--- src/inc/ipsel_defs.svh ---
// Purpose: constants for the boot-time network address selector
// Assumes: 25 MHz system clock
// Notes: mode values a..f, address constants and base timing live here; name-mode limit, settle and blink counts and register offsets are in ipsel_top
`ifndef IPSEL_DEFS_SVH
`define IPSEL_DEFS_SVH
// ==========================================================
// mode switch decode points
`define IPSEL_MODE_BOOTP_A 4'ha
`define IPSEL_MODE_BOOTP_B 4'hb
`define IPSEL_MODE_FALLBACK 4'hc
`define IPSEL_MODE_STORED 4'hd
`define IPSEL_MODE_ERASE 4'he
`define IPSEL_MODE_MACDER 4'hf
// ==========================================================
// address constants
`define IPSEL_NET_PREFIX 24'hc0a864
`define IPSEL_NET_MASK 32'hffffff00
`define IPSEL_LAST_MIN 8'h01
`define IPSEL_LAST_MAX 8'h9f
`define IPSEL_MAC_LOW_SUB 8'h01
`define IPSEL_MAC_HIGH_SUB 8'hfe
`define IPSEL_MODBUS_PORT 16'h01f6
// ==========================================================
// timing
`define IPSEL_CLK_HZ 32'd25000000
`define IPSEL_DHCP_WAIT_S 32'd120
`define IPSEL_DHCP_WAIT_CYC (`IPSEL_DHCP_WAIT_S * `IPSEL_CLK_HZ)
`define IPSEL_BLINK_MS 32'd250
`define IPSEL_BLINK_CYC (`IPSEL_BLINK_MS * (`IPSEL_CLK_HZ / 1000))
// ==========================================================
// status and mask bit positions
`define IPSEL_EV_ADDR_OK 0
`define IPSEL_EV_FALLBACK 1
`define IPSEL_EV_CONFLICT 2
`define IPSEL_EV_SW_CHANGE 3
`define IPSEL_EV_W 4
`endif

--- src/inc/ipsel_pkg.sv ---
// Purpose: types for the boot-time network address selector
// Assumes: nothing beyond the defs header
// Notes: state machine, led patterns and address bundle
package ipsel_pkg;
  // ==========================================================
  // address selection states, one-hot
  typedef enum logic [6:0] {
    IPSEL_ST_SAMPLE = 7'h01, // wait for switch sync
    IPSEL_ST_NAME = 7'h02, // dhcp keyed by label
    IPSEL_ST_MAC = 7'h04, // dhcp or bootp keyed by mac
    IPSEL_ST_FALLBK = 7'h08, // dhcp then stored
    IPSEL_ST_STORED = 7'h10, // stored parameters
    IPSEL_ST_ERASE = 7'h20, // erase, manual last byte
    IPSEL_ST_MACDER = 7'h40 // derived from mac
  } ipsel_state_type;
  // led indications
  typedef enum logic [2:0] {
    IPSEL_LED_OFF = 3'h0,
    IPSEL_LED_ON = 3'h1,
    IPSEL_LED_FLASH2 = 3'h2,
    IPSEL_LED_FLASH4 = 3'h4
  } ipsel_led_type;
  // applied address set
  typedef struct packed {
    logic [31:0] addr; // host address
    logic [31:0] mask; // net mask
    logic [31:0] gw; // gateway
    logic valid; // set is usable
  } ipsel_cfg_type;
  // dhcp request to the stack
  typedef struct packed {
    logic req; // ask the server
    logic by_label; // use host label not mac
    logic [23:0] label_digits; // three ascii digits
  } ipsel_dhcp_type;
endpackage : ipsel_pkg

--- src/hdl/ipsel_top.sv ---
// Purpose: boot-time network address selection from two rotary switches
// Assumes: switches are asynchronous pins; stack and nvm are same-clock logic
// Notes: the mode is latched once after reset and held until power cycle
`timescale 1ns/1ps
`default_nettype none
`include "ipsel_defs.svh"
module ipsel_top #(
  parameter int unsigned DHCP_WAIT_CYC = `IPSEL_DHCP_WAIT_CYC, // fallback wait
  parameter int unsigned BLINK_CYC = `IPSEL_BLINK_CYC // led phase length
) (
  input wire logic clk_sys,
  input wire logic rstn,
  input wire logic [3:0] mode_select_switch, // pin, asynchronous
  input wire logic [3:0] tens_digit_switch, // pin, asynchronous
  input wire logic [7:0] mac_last_byte, // factory mac, low byte
  input wire ipsel_pkg::ipsel_cfg_type nvm_cfg, // stored parameters
  input wire logic dhcp_ack, // server answered
  input wire logic [31:0] dhcp_addr, // offered address
  input wire logic [31:0] dhcp_mask, // offered mask
  input wire logic [31:0] dhcp_gw, // offered gateway
  input wire logic addr_conflict, // duplicate address seen
  input wire logic [7:0] reg_addr,
  input wire logic [31:0] reg_wdata,
  input wire logic reg_wr,
  input wire logic reg_rd,
  output logic [31:0] reg_rdata,
  output ipsel_pkg::ipsel_dhcp_type dhcp_req, // request to stack
  output ipsel_pkg::ipsel_cfg_type cfg_out, // applied address set
  output logic nvm_erase, // erase stored set, one pulse
  output logic [15:0] modbus_port, // listening port
  output logic status_led, // drive for status led
  output logic irq // level interrupt
);
  import ipsel_pkg::*;

  // ==========================================================
  // register offsets (word addressed by byte)
  localparam logic [7:0] OFS_STATUS = 8'h00;
  localparam logic [7:0] OFS_MASK = 8'h04;
  localparam logic [7:0] OFS_MODE = 8'h08;
  localparam logic [7:0] OFS_ADDR = 8'h0c;
  localparam logic [7:0] OFS_SWCFG = 8'h10;

  // ==========================================================
  // all state in one struct
  typedef struct packed {
    logic [3:0] m_sync1; // mode sync stage 1
    logic [3:0] m_sync2; // mode sync stage 2
    logic [3:0] t_sync1; // tens sync stage 1
    logic [3:0] t_sync2; // tens sync stage 2
    logic [1:0] settle; // sync fill count
    ipsel_state_type st; // selection state
    logic [3:0] mode_lat; // latched mode
    logic [3:0] tens_lat; // latched tens
    logic [7:0] sw_val; // last switch-derived byte
    logic [31:0] wait_cnt; // dhcp fallback timer
    logic [31:0] blink_cnt; // led phase timer
    logic [3:0] blink_ph; // led phase index
    ipsel_led_type led; // current indication
    logic led_o; // led output
    logic conflict; // duplicate seen
    logic erase_ready; // erase mode reached steady
    ipsel_cfg_type cfg; // applied set
    ipsel_dhcp_type dreq; // request to stack
    logic erase_p; // erase pulse
    logic [31:0] sw_cfg; // software pending address
    logic [`IPSEL_EV_W-1:0] stat; // sticky events
    logic [`IPSEL_EV_W-1:0] mask; // interrupt mask
    logic [31:0] rdata; // read data
    logic irq_o; // interrupt output
  } ipsel_regs_type;

  ipsel_regs_type q_r;
  ipsel_regs_type q_nxt;

  // ==========================================================
  // helpers
  // ascii digits of a byte, hundreds first
  function automatic logic [23:0] to_ascii(input logic [7:0] v);
    logic [7:0] h;
    logic [7:0] t;
    logic [7:0] u;
    h = v / 8'd100;
    t = (v % 8'd100) / 8'd10;
    u = v % 8'd10;
    to_ascii = {8'h30 + h, 8'h30 + t, 8'h30 + u};
  endfunction : to_ascii

  // 10 * tens + mode, both nibbles
  function automatic logic [7:0] sw_byte(input logic [3:0] tens, input logic [3:0] md);
    logic [7:0] r;
    r = 8'({tens, 3'h0}) + 8'({tens, 1'h0}) + 8'(md);
    sw_byte = r;
  endfunction : sw_byte

  // ==========================================================
  // next-state logic
  always_comb begin
    logic [7:0] live_byte;
    logic [7:0] host;
    logic [`IPSEL_EV_W-1:0] ev;
    live_byte = 8'h00;
    host = 8'h00;
    ev = '0;
    q_nxt = q_r;
    q_nxt.erase_p = 1'b0;
    // double-flop switch pins; stage 1 feeds only stage 2
    q_nxt.m_sync1 = mode_select_switch;
    q_nxt.m_sync2 = q_r.m_sync1;
    q_nxt.t_sync1 = tens_digit_switch;
    q_nxt.t_sync2 = q_r.t_sync1;
    live_byte = sw_byte(q_r.t_sync2, q_r.m_sync2);
    if (addr_conflict) begin
      q_nxt.conflict = 1'b1;
      ev[`IPSEL_EV_CONFLICT] = ~q_r.conflict;
    end
    case (q_r.st)
      IPSEL_ST_SAMPLE: begin
        // wait until synchronised values are trustworthy
        if (q_r.settle != 2'h3) begin
          q_nxt.settle = q_r.settle + 2'h1;
        end else begin
          q_nxt.mode_lat = q_r.m_sync2;
          q_nxt.tens_lat = q_r.t_sync2;
          q_nxt.sw_val = live_byte;
          if (q_r.m_sync2 <= 4'h9) begin
            q_nxt.st = IPSEL_ST_NAME;
            q_nxt.dreq.req = 1'b1;
            q_nxt.dreq.by_label = 1'b1;
            q_nxt.dreq.label_digits = to_ascii(live_byte);
          end else if (q_r.m_sync2 == `IPSEL_MODE_BOOTP_A
                       || q_r.m_sync2 == `IPSEL_MODE_BOOTP_B) begin
            q_nxt.st = IPSEL_ST_MAC;
            q_nxt.dreq.req = 1'b1;
            q_nxt.dreq.by_label = 1'b0;
          end else if (q_r.m_sync2 == `IPSEL_MODE_FALLBACK) begin
            q_nxt.st = IPSEL_ST_FALLBK;
            q_nxt.dreq.req = 1'b1;
            q_nxt.dreq.by_label = 1'b0;
            q_nxt.wait_cnt = '0;
          end else if (q_r.m_sync2 == `IPSEL_MODE_STORED) begin
            q_nxt.st = IPSEL_ST_STORED;
            q_nxt.cfg = nvm_cfg;
          end else if (q_r.m_sync2 == `IPSEL_MODE_ERASE) begin
            q_nxt.st = IPSEL_ST_ERASE;
            q_nxt.erase_p = 1'b1;
            q_nxt.cfg.addr = {`IPSEL_NET_PREFIX, 8'h00};
            q_nxt.cfg.mask = `IPSEL_NET_MASK;
            q_nxt.cfg.gw = {`IPSEL_NET_PREFIX, 8'h00};
            q_nxt.cfg.valid = 1'b0;
          end else begin
            q_nxt.st = IPSEL_ST_MACDER;
            if (mac_last_byte == 8'h00) begin
              host = `IPSEL_MAC_LOW_SUB;
            end else if (mac_last_byte == 8'hff) begin
              host = `IPSEL_MAC_HIGH_SUB;
            end else begin
              host = mac_last_byte;
            end
            q_nxt.cfg.addr = {`IPSEL_NET_PREFIX, host};
            q_nxt.cfg.mask = `IPSEL_NET_MASK;
            q_nxt.cfg.gw = {`IPSEL_NET_PREFIX, host};
            q_nxt.cfg.valid = 1'b1;
            ev[`IPSEL_EV_ADDR_OK] = 1'b1;
          end
        end
      end
      IPSEL_ST_NAME, IPSEL_ST_MAC: begin
        // server answer completes the request
        if (q_r.dreq.req && dhcp_ack) begin
          q_nxt.dreq.req = 1'b0;
          q_nxt.cfg = '{addr: dhcp_addr, mask: dhcp_mask, gw: dhcp_gw, valid: 1'b1};
          ev[`IPSEL_EV_ADDR_OK] = 1'b1;
        end
      end
      IPSEL_ST_FALLBK: begin
        if (q_r.dreq.req) begin
          if (dhcp_ack) begin
            q_nxt.dreq.req = 1'b0;
            q_nxt.cfg = '{addr: dhcp_addr, mask: dhcp_mask, gw: dhcp_gw, valid: 1'b1};
            ev[`IPSEL_EV_ADDR_OK] = 1'b1;
          end else if (q_r.wait_cnt >= DHCP_WAIT_CYC - 1) begin
            // no server within the window: give up and use the store
            q_nxt.dreq.req = 1'b0;
            q_nxt.cfg = nvm_cfg;
            ev[`IPSEL_EV_FALLBACK] = 1'b1;
          end else begin
            q_nxt.wait_cnt = q_r.wait_cnt + 32'h1;
          end
        end
      end
      IPSEL_ST_ERASE: begin
        // last byte follows the switches live
        if (live_byte != q_r.sw_val) begin
          q_nxt.sw_val = live_byte;
          q_nxt.erase_ready = 1'b0;
          ev[`IPSEL_EV_SW_CHANGE] = 1'b1;
        end else if (!q_r.erase_ready && live_byte >= `IPSEL_LAST_MIN
                     && live_byte <= `IPSEL_LAST_MAX) begin
          q_nxt.erase_ready = 1'b1;
          q_nxt.cfg.addr = {`IPSEL_NET_PREFIX, live_byte};
          q_nxt.cfg.gw = {`IPSEL_NET_PREFIX, live_byte};
          q_nxt.cfg.valid = 1'b1;
          ev[`IPSEL_EV_ADDR_OK] = 1'b1;
        end
        if (q_r.erase_ready && live_byte != q_r.sw_val) begin
          q_nxt.cfg.valid = 1'b0;
        end
      end
      IPSEL_ST_STORED, IPSEL_ST_MACDER: begin
        // fixed until power cycle
      end
      default: begin
        q_nxt.st = IPSEL_ST_SAMPLE;
      end
    endcase
    // ==========================================================
    // led indication select
    if (q_r.conflict) begin
      q_nxt.led = IPSEL_LED_FLASH4;
    end else if (q_r.st == IPSEL_ST_ERASE) begin
      q_nxt.led = q_r.erase_ready ? IPSEL_LED_ON : IPSEL_LED_FLASH2;
    end else begin
      q_nxt.led = q_r.cfg.valid ? IPSEL_LED_ON : IPSEL_LED_OFF;
    end
    // blink cycle: phases 0..7 are flash slots, 8..11 the pause
    if (q_r.blink_cnt >= BLINK_CYC - 1) begin
      q_nxt.blink_cnt = '0;
      q_nxt.blink_ph = (q_r.blink_ph == 4'hb) ? 4'h0 : q_r.blink_ph + 4'h1;
    end else begin
      q_nxt.blink_cnt = q_r.blink_cnt + 32'h1;
    end
    case (q_r.led)
      IPSEL_LED_ON: q_nxt.led_o = 1'b1;
      IPSEL_LED_FLASH2: q_nxt.led_o = (q_r.blink_ph < 4'h4) && !q_r.blink_ph[0];
      IPSEL_LED_FLASH4: q_nxt.led_o = (q_r.blink_ph < 4'h8) && !q_r.blink_ph[0];
      default: q_nxt.led_o = 1'b0;
    endcase
    // ==========================================================
    // register bus; sticky set wins over write-one-clear
    q_nxt.rdata = 32'h0;
    if (reg_wr) begin
      case (reg_addr)
        OFS_STATUS: q_nxt.stat = q_r.stat & ~reg_wdata[`IPSEL_EV_W-1:0];
        OFS_MASK: q_nxt.mask = reg_wdata[`IPSEL_EV_W-1:0];
        // held only; read back at OFS_SWCFG, never applied to the address set
        OFS_SWCFG: q_nxt.sw_cfg = reg_wdata;
        default: begin
        end
      endcase
    end
    q_nxt.stat = q_nxt.stat | ev;
    if (reg_rd) begin
      case (reg_addr)
        OFS_STATUS: q_nxt.rdata = 32'(q_r.stat);
        OFS_MASK: q_nxt.rdata = 32'(q_r.mask);
        OFS_MODE: q_nxt.rdata = {17'h0, q_r.st, q_r.tens_lat, q_r.mode_lat};
        OFS_ADDR: q_nxt.rdata = q_r.cfg.addr;
        OFS_SWCFG: q_nxt.rdata = q_r.sw_cfg;
        default: q_nxt.rdata = 32'h0;
      endcase
    end
    q_nxt.irq_o = |(q_nxt.stat & q_nxt.mask);
  end

  // ==========================================================
  // state register
  always_ff @(posedge clk_sys or negedge rstn) begin
    if (!rstn) begin
      q_r <= '0;
      q_r.st <= IPSEL_ST_SAMPLE;
      q_r.led <= IPSEL_LED_OFF;
    end else begin
      q_r <= q_nxt;
    end
  end

  // ==========================================================
  // outputs straight from flops
  assign reg_rdata = q_r.rdata;
  assign dhcp_req = q_r.dreq;
  assign cfg_out = q_r.cfg;
  assign nvm_erase = q_r.erase_p;
  assign status_led = q_r.led_o;
  assign irq = q_r.irq_o;
  // fixed commissioning port, constant from reset
  assign modbus_port = `IPSEL_MODBUS_PORT;
endmodule : ipsel_top
`default_nettype wire

--- config.mk ---
export PLATFORM = sky130hd
export DESIGN_NAME = ipsel_top
export DESIGN_NICKNAME = d
export VERILOG_FILES = /design/src/inc/ipsel_pkg.sv /design/src/hdl/ipsel_top.sv
export VERILOG_INCLUDE_DIRS = /design/src /design/src/inc
export SDC_FILE = /design/constraint.sdc
export NUM_CORES = 1
export LEC_CHECK = 0
export BUFFER_PORTS_ARGS = -buffer_cell sky130_fd_sc_hd__buf_2
export CELL_PAD_IN_SITES_DETAIL_PLACEMENT = 1
export CELL_PAD_IN_SITES_GLOBAL_PLACEMENT = 2
export CORE_ASPECT_RATIO = 0.75
export CORE_MARGIN = 2
export CORE_UTILIZATION = 35
export DETAILED_ROUTE_END_ITERATION = 8
export HOLD_SLACK_MARGIN = 0.1
export PLACE_DENSITY_LB_ADDON = 0.1
export SLEW_MARGIN = 20
export SYNTH_ARGS = -nofsm -noshare
export SYNTH_HDL_FRONTEND = slang
export SYNTH_SLANG_ARGS = --single-unit
export TNS_END_PERCENT = 20
--- constraint.sdc ---
create_clock -name clk_sys -period 6.25 [get_ports clk_sys]
set_input_delay 0.625 -clock clk_sys [delete_from_list [all_inputs] [get_ports clk_sys]]
set_output_delay 0.625 -clock clk_sys [all_outputs]
set_load 0.02 [all_outputs]
==> summary.txt, run 1 <==
Timing
  • Final Slew Violations: 0
  • Worst slew pin tran: 985 ps
  • Final WS setup: 1390 ps
  • Hold Vio Cnt, Final: 0
  • Clk_skew: 30.5 ps
  • Final setup viols: 0
  • Period minus WS final: 4860 ps
  • Achievable Freq: 206 MHz
  • Fin crit share: 77.8%
  • Setup tns final: 0 ps
  • Rel. slew slack: 34.3%
  • RSZ-0062 raised after global routing: false

Setup path
  • Critical path launch point type: register
  • CP dominant cell by count: fa_1
  • Slowest CP cell: buf_4
  • Top Family by Delay on Critical Path: adder cells
  • CP endpoint kind: register
  • Req. time, crit path: 6680 ps
  • Worst r2r src: q_r[307]
  • Delay of the slowest critical-path stage: 670 ps
  • WS Path Type: register to register
  • Arrival time at the worst endpoint: 5290 ps
  • Critical path, cell by cell: fa_1 -> inv_1 -> fa_1 -> nor2b_1 -> o22ai_2 -> xnor2_2 -> a41oi_1 -> o211ai_1 -> o21ai_1 -> nand3b_1 -> buf_4 -> mux2_2
  • CP max FO: 64
  • WP buf/inv: 2
  • Reg2reg setup slack: 1390 ps
  • Reg2reg end: cfg_out[17]
  • Reg2Reg Depth: 12

Layout
  • Commonest non-fill, non-tap cell in the layout: buf_2
  • Area Growth Syn to Fin: 17.0%
  • Commonest cells after routing, fill and taps aside: 406 x buf_2, 304 x dfrtp_1, 175 x nor2_1
  • Fin area: 0.0195 mm2
  • Fillers: 5416
  • Share of cells above drive strength 1: 34.6%
  • Nets: 2169

Placed design
  • Port Buf Inserts: 407
  • Final RePlAce weighted congestion: 0.840
  • Dpl cell area: 0.0182 mm2
  • Hpwl dp: 42.6 mm
  • Setup slack after placement: 989 ps

Clocking
  • Post-CTS Setup Inserts: 0
  • CTS Buf Count: 36
  • CTS clk-pin slew, worst paths: 60 ps
  • Skew-Pair Late Insertion Delay: 560 ps
  • CTS Hold Bufs: 0
  • Num Clock Sinks: 305
  • CTS max path bufs: 3
  • Clock root buffer: clkbuf_16
  • Post_cts resized: 0
  • CTS tree: built
  • Htree depth: 2

Yosys
  • Library cells used by synthesis: 81
  • YS warnings: 0
  • Mapped Cells: 1665
  • Yosys reg bits: 305
  • Seq/Total Area, Yosys: 45.9%
  • Post-Syn Area: 0.0166 mm2
  • Mean post-synth cell area: 9.99 um2
  • Post-synth EDFFs: 0
  • Asr flop ratio synth: 100%
  • Main synth FF type: dfrtp_1

Floorplanning
  • Die area: 0.0493 mm2
  • Initial core utilization: 35.3%
  • Core area: 0.0471 mm2
  • IO Pins: 429
  • Die X-Extent: 256 um
  • Row cnt: 69
  • Die Y: 193 um

Routing
  • DRT iter0 DRCs: 745
  • Residual DRC count: 0
  • Routed length per instance: 22.2 um
  • DR pass1 iterations: 8
  • Vias: 13200
  • Post-Route WL: 57.0 mm
  • Antenna viol nets, final: 0
  • Via density: 5.12

Power
  • Power Total: 0.00842 W
  • Power density over the cells: 433 mW/mm2
  • Worst vdd ir: 289 uV
  • Leakage: 8.88 nW

Hold path
  • Hold Path Class: input port to asynchronous set/reset pin

Global routing
  • Number of global-route vias before repair: 13600
  • Initial antenna violation count: 15
  • GR Util All Layers: 22.5%
  • Gr ovfl total: 0
  • Largest net degree at the start of global routing: 139
  • First-pass GRT wire length: 85.1 mm

Status
  • Outcome: finished, final reports clean

Flow run
  • Max-Cap Viols: 0
-- worst register-to-register path, delay by kind of cell (launching register included) --
kind | cells | cell delay, ps
AO/OA/AOI/OAI | 4 | 970
AND/OR/NAND/NOR | 2 | 400
adder cells (fa/ha/maj) | 2 | 1050
flip-flops | 1 | 470
XOR/XNOR | 1 | 630
buffers and inverters | 2 | 730
multiplexers | 1 | 480
-- worst max path at each step --
| stage | startpoint | endpoint | slack [ps] | cells past startpoint |
|---|---|---|---|---|
| 2_1_floorplan | q_r[296] | dhcp_req[9] | 2440 | 12 |
| 3_3_place_gp | q_r[296] | cfg_out[83] | 1240 | 12 |
| 3_5_place_dp | q_r[307] | cfg_out[83] | 990 | 12 |
| 4_1_cts | q_r[307] | cfg_out[14] | 970 | 12 |
| 5_1_grt | q_r[306] | cfg_out[6] | 1020 | 13 |
| 6_report | q_r[307] | cfg_out[17] | 1390 | 12 |
-- per-layer routing --
metal,global-route usage (%),vias up,share of wire (%)
li1,-,6192,-
met2,33.3,289,44
met5,0,-,0.13
met3,5.70,67,5.6
met4,5.29,12,1.8
met1,32.7,6610,49
-- flip-flops by register name (all words and copies together), names as in the netlist --
signal      count
q_r           146
cfg_out        97
reg_rdata      32
dhcp_req       19
q_nxt           8
irq             1
nvm_erase       1
status_led      1
-- where the power goes --
group / switching [W] / internal (W)
combinational: 0.00199 / 0.00128
clock: 0.000890 / 0.00131
sequential: 0.000438 / 0.00250
total: 0.00332 / 0.00509
-- cell usage after synthesis (6+ instances only) --
cell	count	area [um2]
a2111oi_0	6	52.6
a211oi_1	22	165
a21o_1	8	60.1
a21oi_1	60	300
a221o_1	19	190
a221oi_1	7	61.3
a22o_1	45	394
a22oi_1	28	210
a31oi_1	10	62.6
and3_1	12	75.1
buf_2	20	100
buf_4	171	1280
clkbuf_1	67	251
dfrtp_1	304	7610
ha_1	14	175
inv_1	23	86.3
mux2_2	150	1690
mux2i_1	6	60.1
nand2_1	146	548
nand2b_1	12	75.1
nand3_1	39	195
nand4_1	14	87.6
nor2_1	176	661
nor2b_1	7	43.8
nor3_1	18	90.1
nor4_1	7	43.8
o21ai_0	79	395
o31ai_1	13	97.6
or2_2	6	37.5
or3_1	9	56.3
or4_1	9	67.6
xnor2_1	47	412
xor2_1	17	149
-- cell families (layout without fill, tap and decap cells) --
| logic type | count (synthesis) | in the layout | share of synthesized area (%) |
|---|---|---|---|
| AND/OR/NAND/NOR | 478 | 478 | 13.0 |
| AO/OA/AOI/OAI | 354 | 354 | 15.0 |
| flip-flops | 305 | 305 | 45.9 |
| buffers and inverters | 287 | 517 | 10.5 |
| multiplexers | 156 | 156 | 10.5 |
| XOR/XNOR | 66 | 66 | 3.64 |
| adder cells (fa/ha/maj) | 17 | 17 | 1.35 |
| other | 2 | 39 | 0.0451 |
-- cell type report --
class / instances / area, um2 / area share (%)
flip-flops and latches: 305 / 7630 / 39.2
multi-input cells: 1102 / 7440 / 38.2
repair buffers: 429 / 2240 / 11.5
clock buffers: 52 / 1060 / 5.45
well taps: 639 / 800 / 4.11
clock inverters: 12 / 169 / 0.868
inverters: 24 / 90.1 / 0.463
diodes: 8 / 20.0 / 0.103
-- per-stage QoR --
step / utilization [%] / instances / hold slack (ps)
floorplan: - / 1694 / 329
global route: 41.3 / 2568 / 147
finish: 41.3 / 2571 / 74.2
detailed placement: 38.6 / 2499 / 337
CTS: 41.2 / 2563 / 128
global placement: 38.5 / 2498 / 335
No activity file was read; power rests on OpenSTA's default activity.
==> run 2: changes to the inputs <==
ABC_AREA = 1   (was unset)
CORE_UTILIZATION = 29   (was 35)
clock period = 3.9 ns   (was 6.25 ns; I/O delays follow)
==> summary.txt, run 2 <==
Layout
  • Cell Count, Final, Fillers Out: 3251
  • Commonest non-fill, non-tap cell in the layout: buf_2
  • Biggest register: q_r
  • Share of cells above drive strength 1: 31.1%
  • Nets: 2685
  • Final Util: 36.1%
  • Largest register FFs: 146
  • Area Growth Syn to Fin: 23.7%
  • Commonest cells after routing, fill and taps aside: 406 x buf_2, 304 x dfrtp_1, 277 x nand2_1

Placed design
  • Final RePlAce weighted congestion: 0.862
  • Port Buf Inserts: 407
  • Hpwl dp: 53.2 mm
  • Cells after DPL: 3103
  • Setup slack after placement: -119 ps

Power
  • Leakage: 10.3 nW
  • Worst vdd ir: 360 uV
  • Psw: 0.00606 W
  • Reg power frac: 29.9%
  • Int Power: 0.00825 W
  • Combinational fraction of design power: 43.0%
  • Power Total: 0.0143 W
  • Clk pwr share: 27.2%
  • Power density over the cells: 657 mW/mm2
  • Net Sw Frac: 42.4%

Timing
  • Clk_skew: 20.8 ps
  • Achievable Freq: 262 MHz
  • Period minus WS final: 3810 ps
  • Final Slew Violations: 0
  • Final WS setup: 86.4 ps
  • Final setup viols: 0
  • RSZ-0062 raised after global routing: true
  • Rel. slew slack: 29.2%
  • Worst slew pin tran: 1060 ps
  • Fin crit share: 97.8%
  • Hold Vio Cnt, Final: 0

Setup path
  • CP endpoint kind: register
  • Critical path launch point type: register
  • Delay of the slowest critical-path stage: 600 ps
  • CP max FO: 6
  • Slowest CP cell: fa_1
  • Arrival time at the worst endpoint: 4220 ps
  • Req. time, crit path: 4310 ps
  • WS Path Type: register to register
  • Reg2reg setup slack: 90 ps

Yosys
  • Mapped Cells: 2076
  • Mean post-synth cell area: 8.48 um2
  • Seq/Total Area, Yosys: 43.3%
  • Most common cell in the synthesized netlist: dfrtp_1
  • Post-synthesis compound-gate area fraction: 17.6%
  • Asr flop ratio synth: 100%
  • Mux cell area share after synthesis: 2.43%
  • Post-synth EDFFs: 0
  • Top cell type's share of synthesized area: 43.2%
  • Main combinational cell family by area after synthesis: simple AND/OR/NAND/NOR gates
  • Main synth FF type: dfrtp_1
  • Yosys reg bits: 305
  • YS warnings: 0
  • Top cells by area, synth: dfrtp_1 43%, buf_4 7.4%, nand2_1 6.2%
  • Synth Area in XOR/XNOR: 1.03%
  • Library cells used by synthesis: 73
  • Cell accounting for the most synthesized area: dfrtp_1
  • Post-Syn Area: 0.0176 mm2
  • Most instantiated cells after synthesis: 304 x dfrtp_1, 291 x nand2_1, 217 x inv_1
  • Adder-cell share of the synthesized area: 1.22%
  • Simple-gate area share of the yosys netlist: 19.7%

Global routing
  • First-pass GRT wire length: 105 mm
  • Initial antenna violation count: 29
  • Largest net degree at the start of global routing: 97
  • Number of global-route vias before repair: 16600
  • GR Util All Layers: 22.2%
  • Gr ovfl total: 0

Routing
  • DRT iter0 DRCs: 854
  • Residual DRC count: 0
  • Post-Route WL: 71.6 mm
  • Via density: 4.94
  • Routed length per instance: 22.0 um
  • Vias: 16100
  • Antenna viol nets, final: 0
  • DR pass1 iterations: 5

Clocking
  • CTS max path bufs: 3
  • Num Clock Sinks: 305
  • CTS Buf Count: 39
  • Htree depth: 2
  • Clock root buffer: clkbuf_16
  • Skew-Pair Late Insertion Delay: 570 ps
  • CTS tree: built
  • CTS clk-pin slew, worst paths: 60 ps

Status
  • Outcome: finished, final reports clean

Flow run
  • Max-Cap Viols: 0

Floorplanning
  • Initial core utilization: 29.2%
  • Die Y: 217 um
  • Row cnt: 78
  • Die area: 0.0627 mm2
  • IO Pins: 429
  • Core area: 0.0603 mm2
  • Die X-Extent: 289 um

Hold path
  • Hold Path Class: input port to register
==> run 2: cell count changes after synthesis, sizes merged, moves of 58 or more <==
| cell | previous run | this run |
|---|---|---|
| a21oi | 60 | 158 |
| inv | 23 | 240 |
| mux2 | 150 | 38 |
| nand2 | 146 | 324 |
| nand3 | 39 | 133 |
| nor2 | 176 | 118 |
| o21ai | 82 | 173 |
==> run 2: what timing repair did <==
| action | in CTS | in global routing |
|---|---|---|
| hold buffers | 44 | 0 |
| pin swaps | 7 | 25 |
| buffers inserted | 9 | 17 |
| resized for setup | 7 | 40 |
| setup endpoints to repair | 3 | 56 |
| endpoints found under the hold margin | 125 | 0 |
==> run 2: path summary, 6_finish.rpt <==
| check | start | to | cells after the start |
|---|---|---|---|
| max | q_r[298] | dhcp_req[5] | 25 |
| min | dhcp_mask[27] | cfg_out[60] | 3 |
| max reg2reg | q_r[298] | dhcp_req[5] | 25 |
| min reg2reg | q_nxt[305] | q_r[305] | 0 |
| max in group asynchronous | rstn | reg_rdata[21] | 3 |
| min in group asynchronous | rstn | q_r[277] | 2 |
==> run 2: cell type report <==
type                       count  area, um2
fill                        7221      38500
multi-input combinational   1297       7730
sequential                   305       7630
timing repair buffer         526       3120
clock buffer                  56       1150
tap                          800       1000
inverter                     245        935
clock inverter                12        200
antenna                       10       25.0
==> run 2: critical path, delay by kind of cell, from the launching register on <==
kind / cells / cell delay, ps
AOI/OAI and AO/OA: 2 / 240
DFF: 1 / 400
and+or+nand+nor: 15 / 1290
adders and majority gates: 4 / 1460
buffers and inverters: 4 / 300
==> run 2: kinds of logic (layout without fill, tap and decap cells) <==
logic type | Yosys count | in the layout
mux | 38 | 38
buf+inv | 503 | 839
simple gates | 706 | 706
flops | 305 | 305
compound gates | 487 | 487
fa+ha+maj | 16 | 16
xor+xnor | 19 | 19
other cells | 2 | 41
==> run 2: per-layer routing <==
layer	track usage [%]	vias to the layer above	wire, um	part of all wire, %
met2	33.0	388	31200	44
li1	-	7510	-	-
met5	0	-	187	0.26
met4	5.82	30	1580	2.2
met3	5.50	109	4470	6.2
met1	31.9	8024	34200	48
==> run 2: stage by stage <==
step	area, um2	setup TNS, ps	hold WS (ps)
final	21800	0	130
after global placement	19600	0	338
after floorplan	17700	0	94.4
after detailed placement	19600	-156	337
after global routing	21800	-523	128
after CTS	21500	0	100
==> run 2: power by group through the flow <==
stage	combinational [W]	clock (W)	sequential, W
global route	0.00677	0.00413	0.00436
global placement	0.00581	0	0.00432
CTS	0.00600	0.00402	0.00428
detailed placement	0.00589	0	0.00433
floorplan	0.00446	0	0.00413
finish	0.00615	0.00389	0.00427
==> run 3: changes to the inputs <==
MAX_ROUTING_LAYER = met4   (was unset)
==> summary.txt, run 3 (synthesis gave the netlist of run 2 again) <==
Setup path
  • Arrival time at the worst endpoint: 4210 ps
  • Req. time, crit path: 4310 ps
  • Critical path launch point type: register
  • WS Path Type: register to register
  • Top Family by Delay on Critical Path: simple AND/OR/NAND/NOR gates
  • CP endpoint kind: register
  • CP dominant cell by count: nand2_4
  • Delay of the slowest critical-path stage: 600 ps
  • CP Launch Point: q_r[298]
  • Slowest CP cell: fa_1
  • CP max FO: 6
  • Critical Path End: dhcp_req[5]
  • Reg2reg setup slack: 90 ps
  • Reg2reg end: dhcp_req[5]
  • Reg2Reg Depth: 27
  • CP Depth: 27
  • WP buf/inv: 5
  • Worst r2r src: q_r[298]

Timing
  • Setup tns final: 0 ps
  • Fin crit share: 97.6%
  • Rel. slew slack: 30.0%
  • Worst slew pin tran: 1050 ps
  • Final setup viols: 0
  • RSZ-0062 raised after global routing: true
  • Final WS setup: 94.1 ps
  • Hold Vio Cnt, Final: 0
  • Period minus WS final: 3810 ps
  • Final Slew Violations: 0
  • Achievable Freq: 263 MHz
  • Clk_skew: 21.7 ps

Global routing
  • GR Util All Layers: 22.8%
  • Number of global-route vias before repair: 16600
  • First-pass GRT wire length: 105 mm
  • Largest net degree at the start of global routing: 97
  • Initial antenna violation count: 29
  • Gr ovfl total: 0

Routing
  • Antenna viol nets, final: 0
  • Routed length per instance: 21.9 um
  • DR pass1 iterations: 5
  • Vias: 16000
  • Post-Route WL: 71.4 mm
  • Residual DRC count: 0
  • Via density: 4.90
  • DRT iter0 DRCs: 839

Placed design
  • Port Buf Inserts: 407
  • Hpwl dp: 53.2 mm
  • Setup slack after placement: -119 ps
  • Cells after DPL: 3103
  • Final RePlAce weighted congestion: 0.876

Power
  • Power density over the cells: 655 mW/mm2
  • Leakage: 10.3 nW
  • Worst vdd ir: 356 uV
  • Power Total: 0.0143 W

Clocking
  • Skew-Pair Late Insertion Delay: 570 ps
  • CTS Buf Count: 39
  • Htree depth: 2
  • Clock root buffer: clkbuf_16
  • CTS max path bufs: 3
  • CTS tree: built
  • Num Clock Sinks: 305
  • CTS clk-pin slew, worst paths: 60 ps

Layout
  • Commonest non-fill, non-tap cell in the layout: buf_2
  • Area Growth Syn to Fin: 23.9%
  • Area of the multi-input gates: 0.00772 mm2
  • Final Util: 36.2%
  • Register area: 0.00763 mm2
  • Share of cells above drive strength 1: 31.0%
  • Largest register FFs: 146
  • Fillers: 7229
  • Cell Count, Final, Fillers Out: 3265
  • Nets: 2684
  • Biggest register: q_r
  • Commonest cells after routing, fill and taps aside: 406 x buf_2, 304 x dfrtp_1, 278 x nand2_1

Floorplanning
  • IO Pins: 429
  • Die Y: 217 um
  • Die X-Extent: 289 um
  • Row cnt: 78
  • Initial core utilization: 29.2%
  • Core area: 0.0603 mm2
  • Die area: 0.0627 mm2

Hold path
  • Hold Path Class: input port to register
  • Hold Path Depth: 3

Flow run
  • Max-Cap Viols: 0

Status
  • Outcome: finished, final reports clean
run 3: changes by cell type in the layout (fill, tap and decap cells not counted):
| cell | change |
|---|---|
| buf_4 | -1 |
| diode_2 | +15 |
| nand2_1 | +1 |
| nand2_2 | -1 |
run 3: layout make-up:
| cell class | instances | area share, % |
|---|---|---|
| flip-flops and latches | 305 | 35.0 |
| clock buffers | 56 | 5.28 |
| diodes | 25 | 0.287 |
| well taps | 800 | 4.59 |
| repair buffers | 525 | 14.3 |
| clock inverters | 12 | 0.918 |
| multi-input cells | 1297 | 35.4 |
| inverters | 245 | 4.28 |
run 3: worst min-delay path by stage:
stage                              to     startpoint
after CTS                 cfg_out[37]    nvm_cfg[37]
after floorplan            cfg_out[0]           rstn
final                     cfg_out[60]  dhcp_mask[27]
after global placement       q_r[304]     q_nxt[304]
after detailed placement     q_r[298]     q_nxt[298]
after global routing      cfg_out[37]    nvm_cfg[37]
run 3: metal layers:
metal / routed length [um] / part of all wire, % / vias to the layer above / global-route usage, %
met5: 0 / 0 / - / -
met4: 1470 / 2.1 / 0 / 5.82
met3: 4630 / 6.5 / 79 / 5.35
met2: 31300 / 44 / 406 / 33.0
met1: 34000 / 48 / 7989 / 32.0
li1: - / - / 7535 / -
run 3: metrics by stage:
step           cell area [um2]  hold WS [ps]
2_1_floorplan            17700          94.4
3_3_place_gp             19600           338
3_5_place_dp             19600           337
4_1_cts                  21500           100
5_1_grt                  21800           128
6_report                 21800           134
run 3: timing repair:
item | CTS | global route
hold buffers | 44 | 0
pin swaps | 7 | 23
buffers inserted | 9 | 16
endpoints found under the hold margin | 125 | 0
resized for setup | 7 | 39
setup endpoints to repair | 3 | 55
run 3: where the power goes:
| part | switching [W] | internal [W] | total [W] |
|---|---|---|---|
| logic | 0.00410 | 0.00203 | 0.00613 |
| registers | 0.000456 | 0.00382 | 0.00428 |
| clock network | 0.00149 | 0.00239 | 0.00388 |
run 3: worst min-delay path: stages:
cell and delay [ps]:
buf_2 80, a221oi_1 70, a21oi_1 110
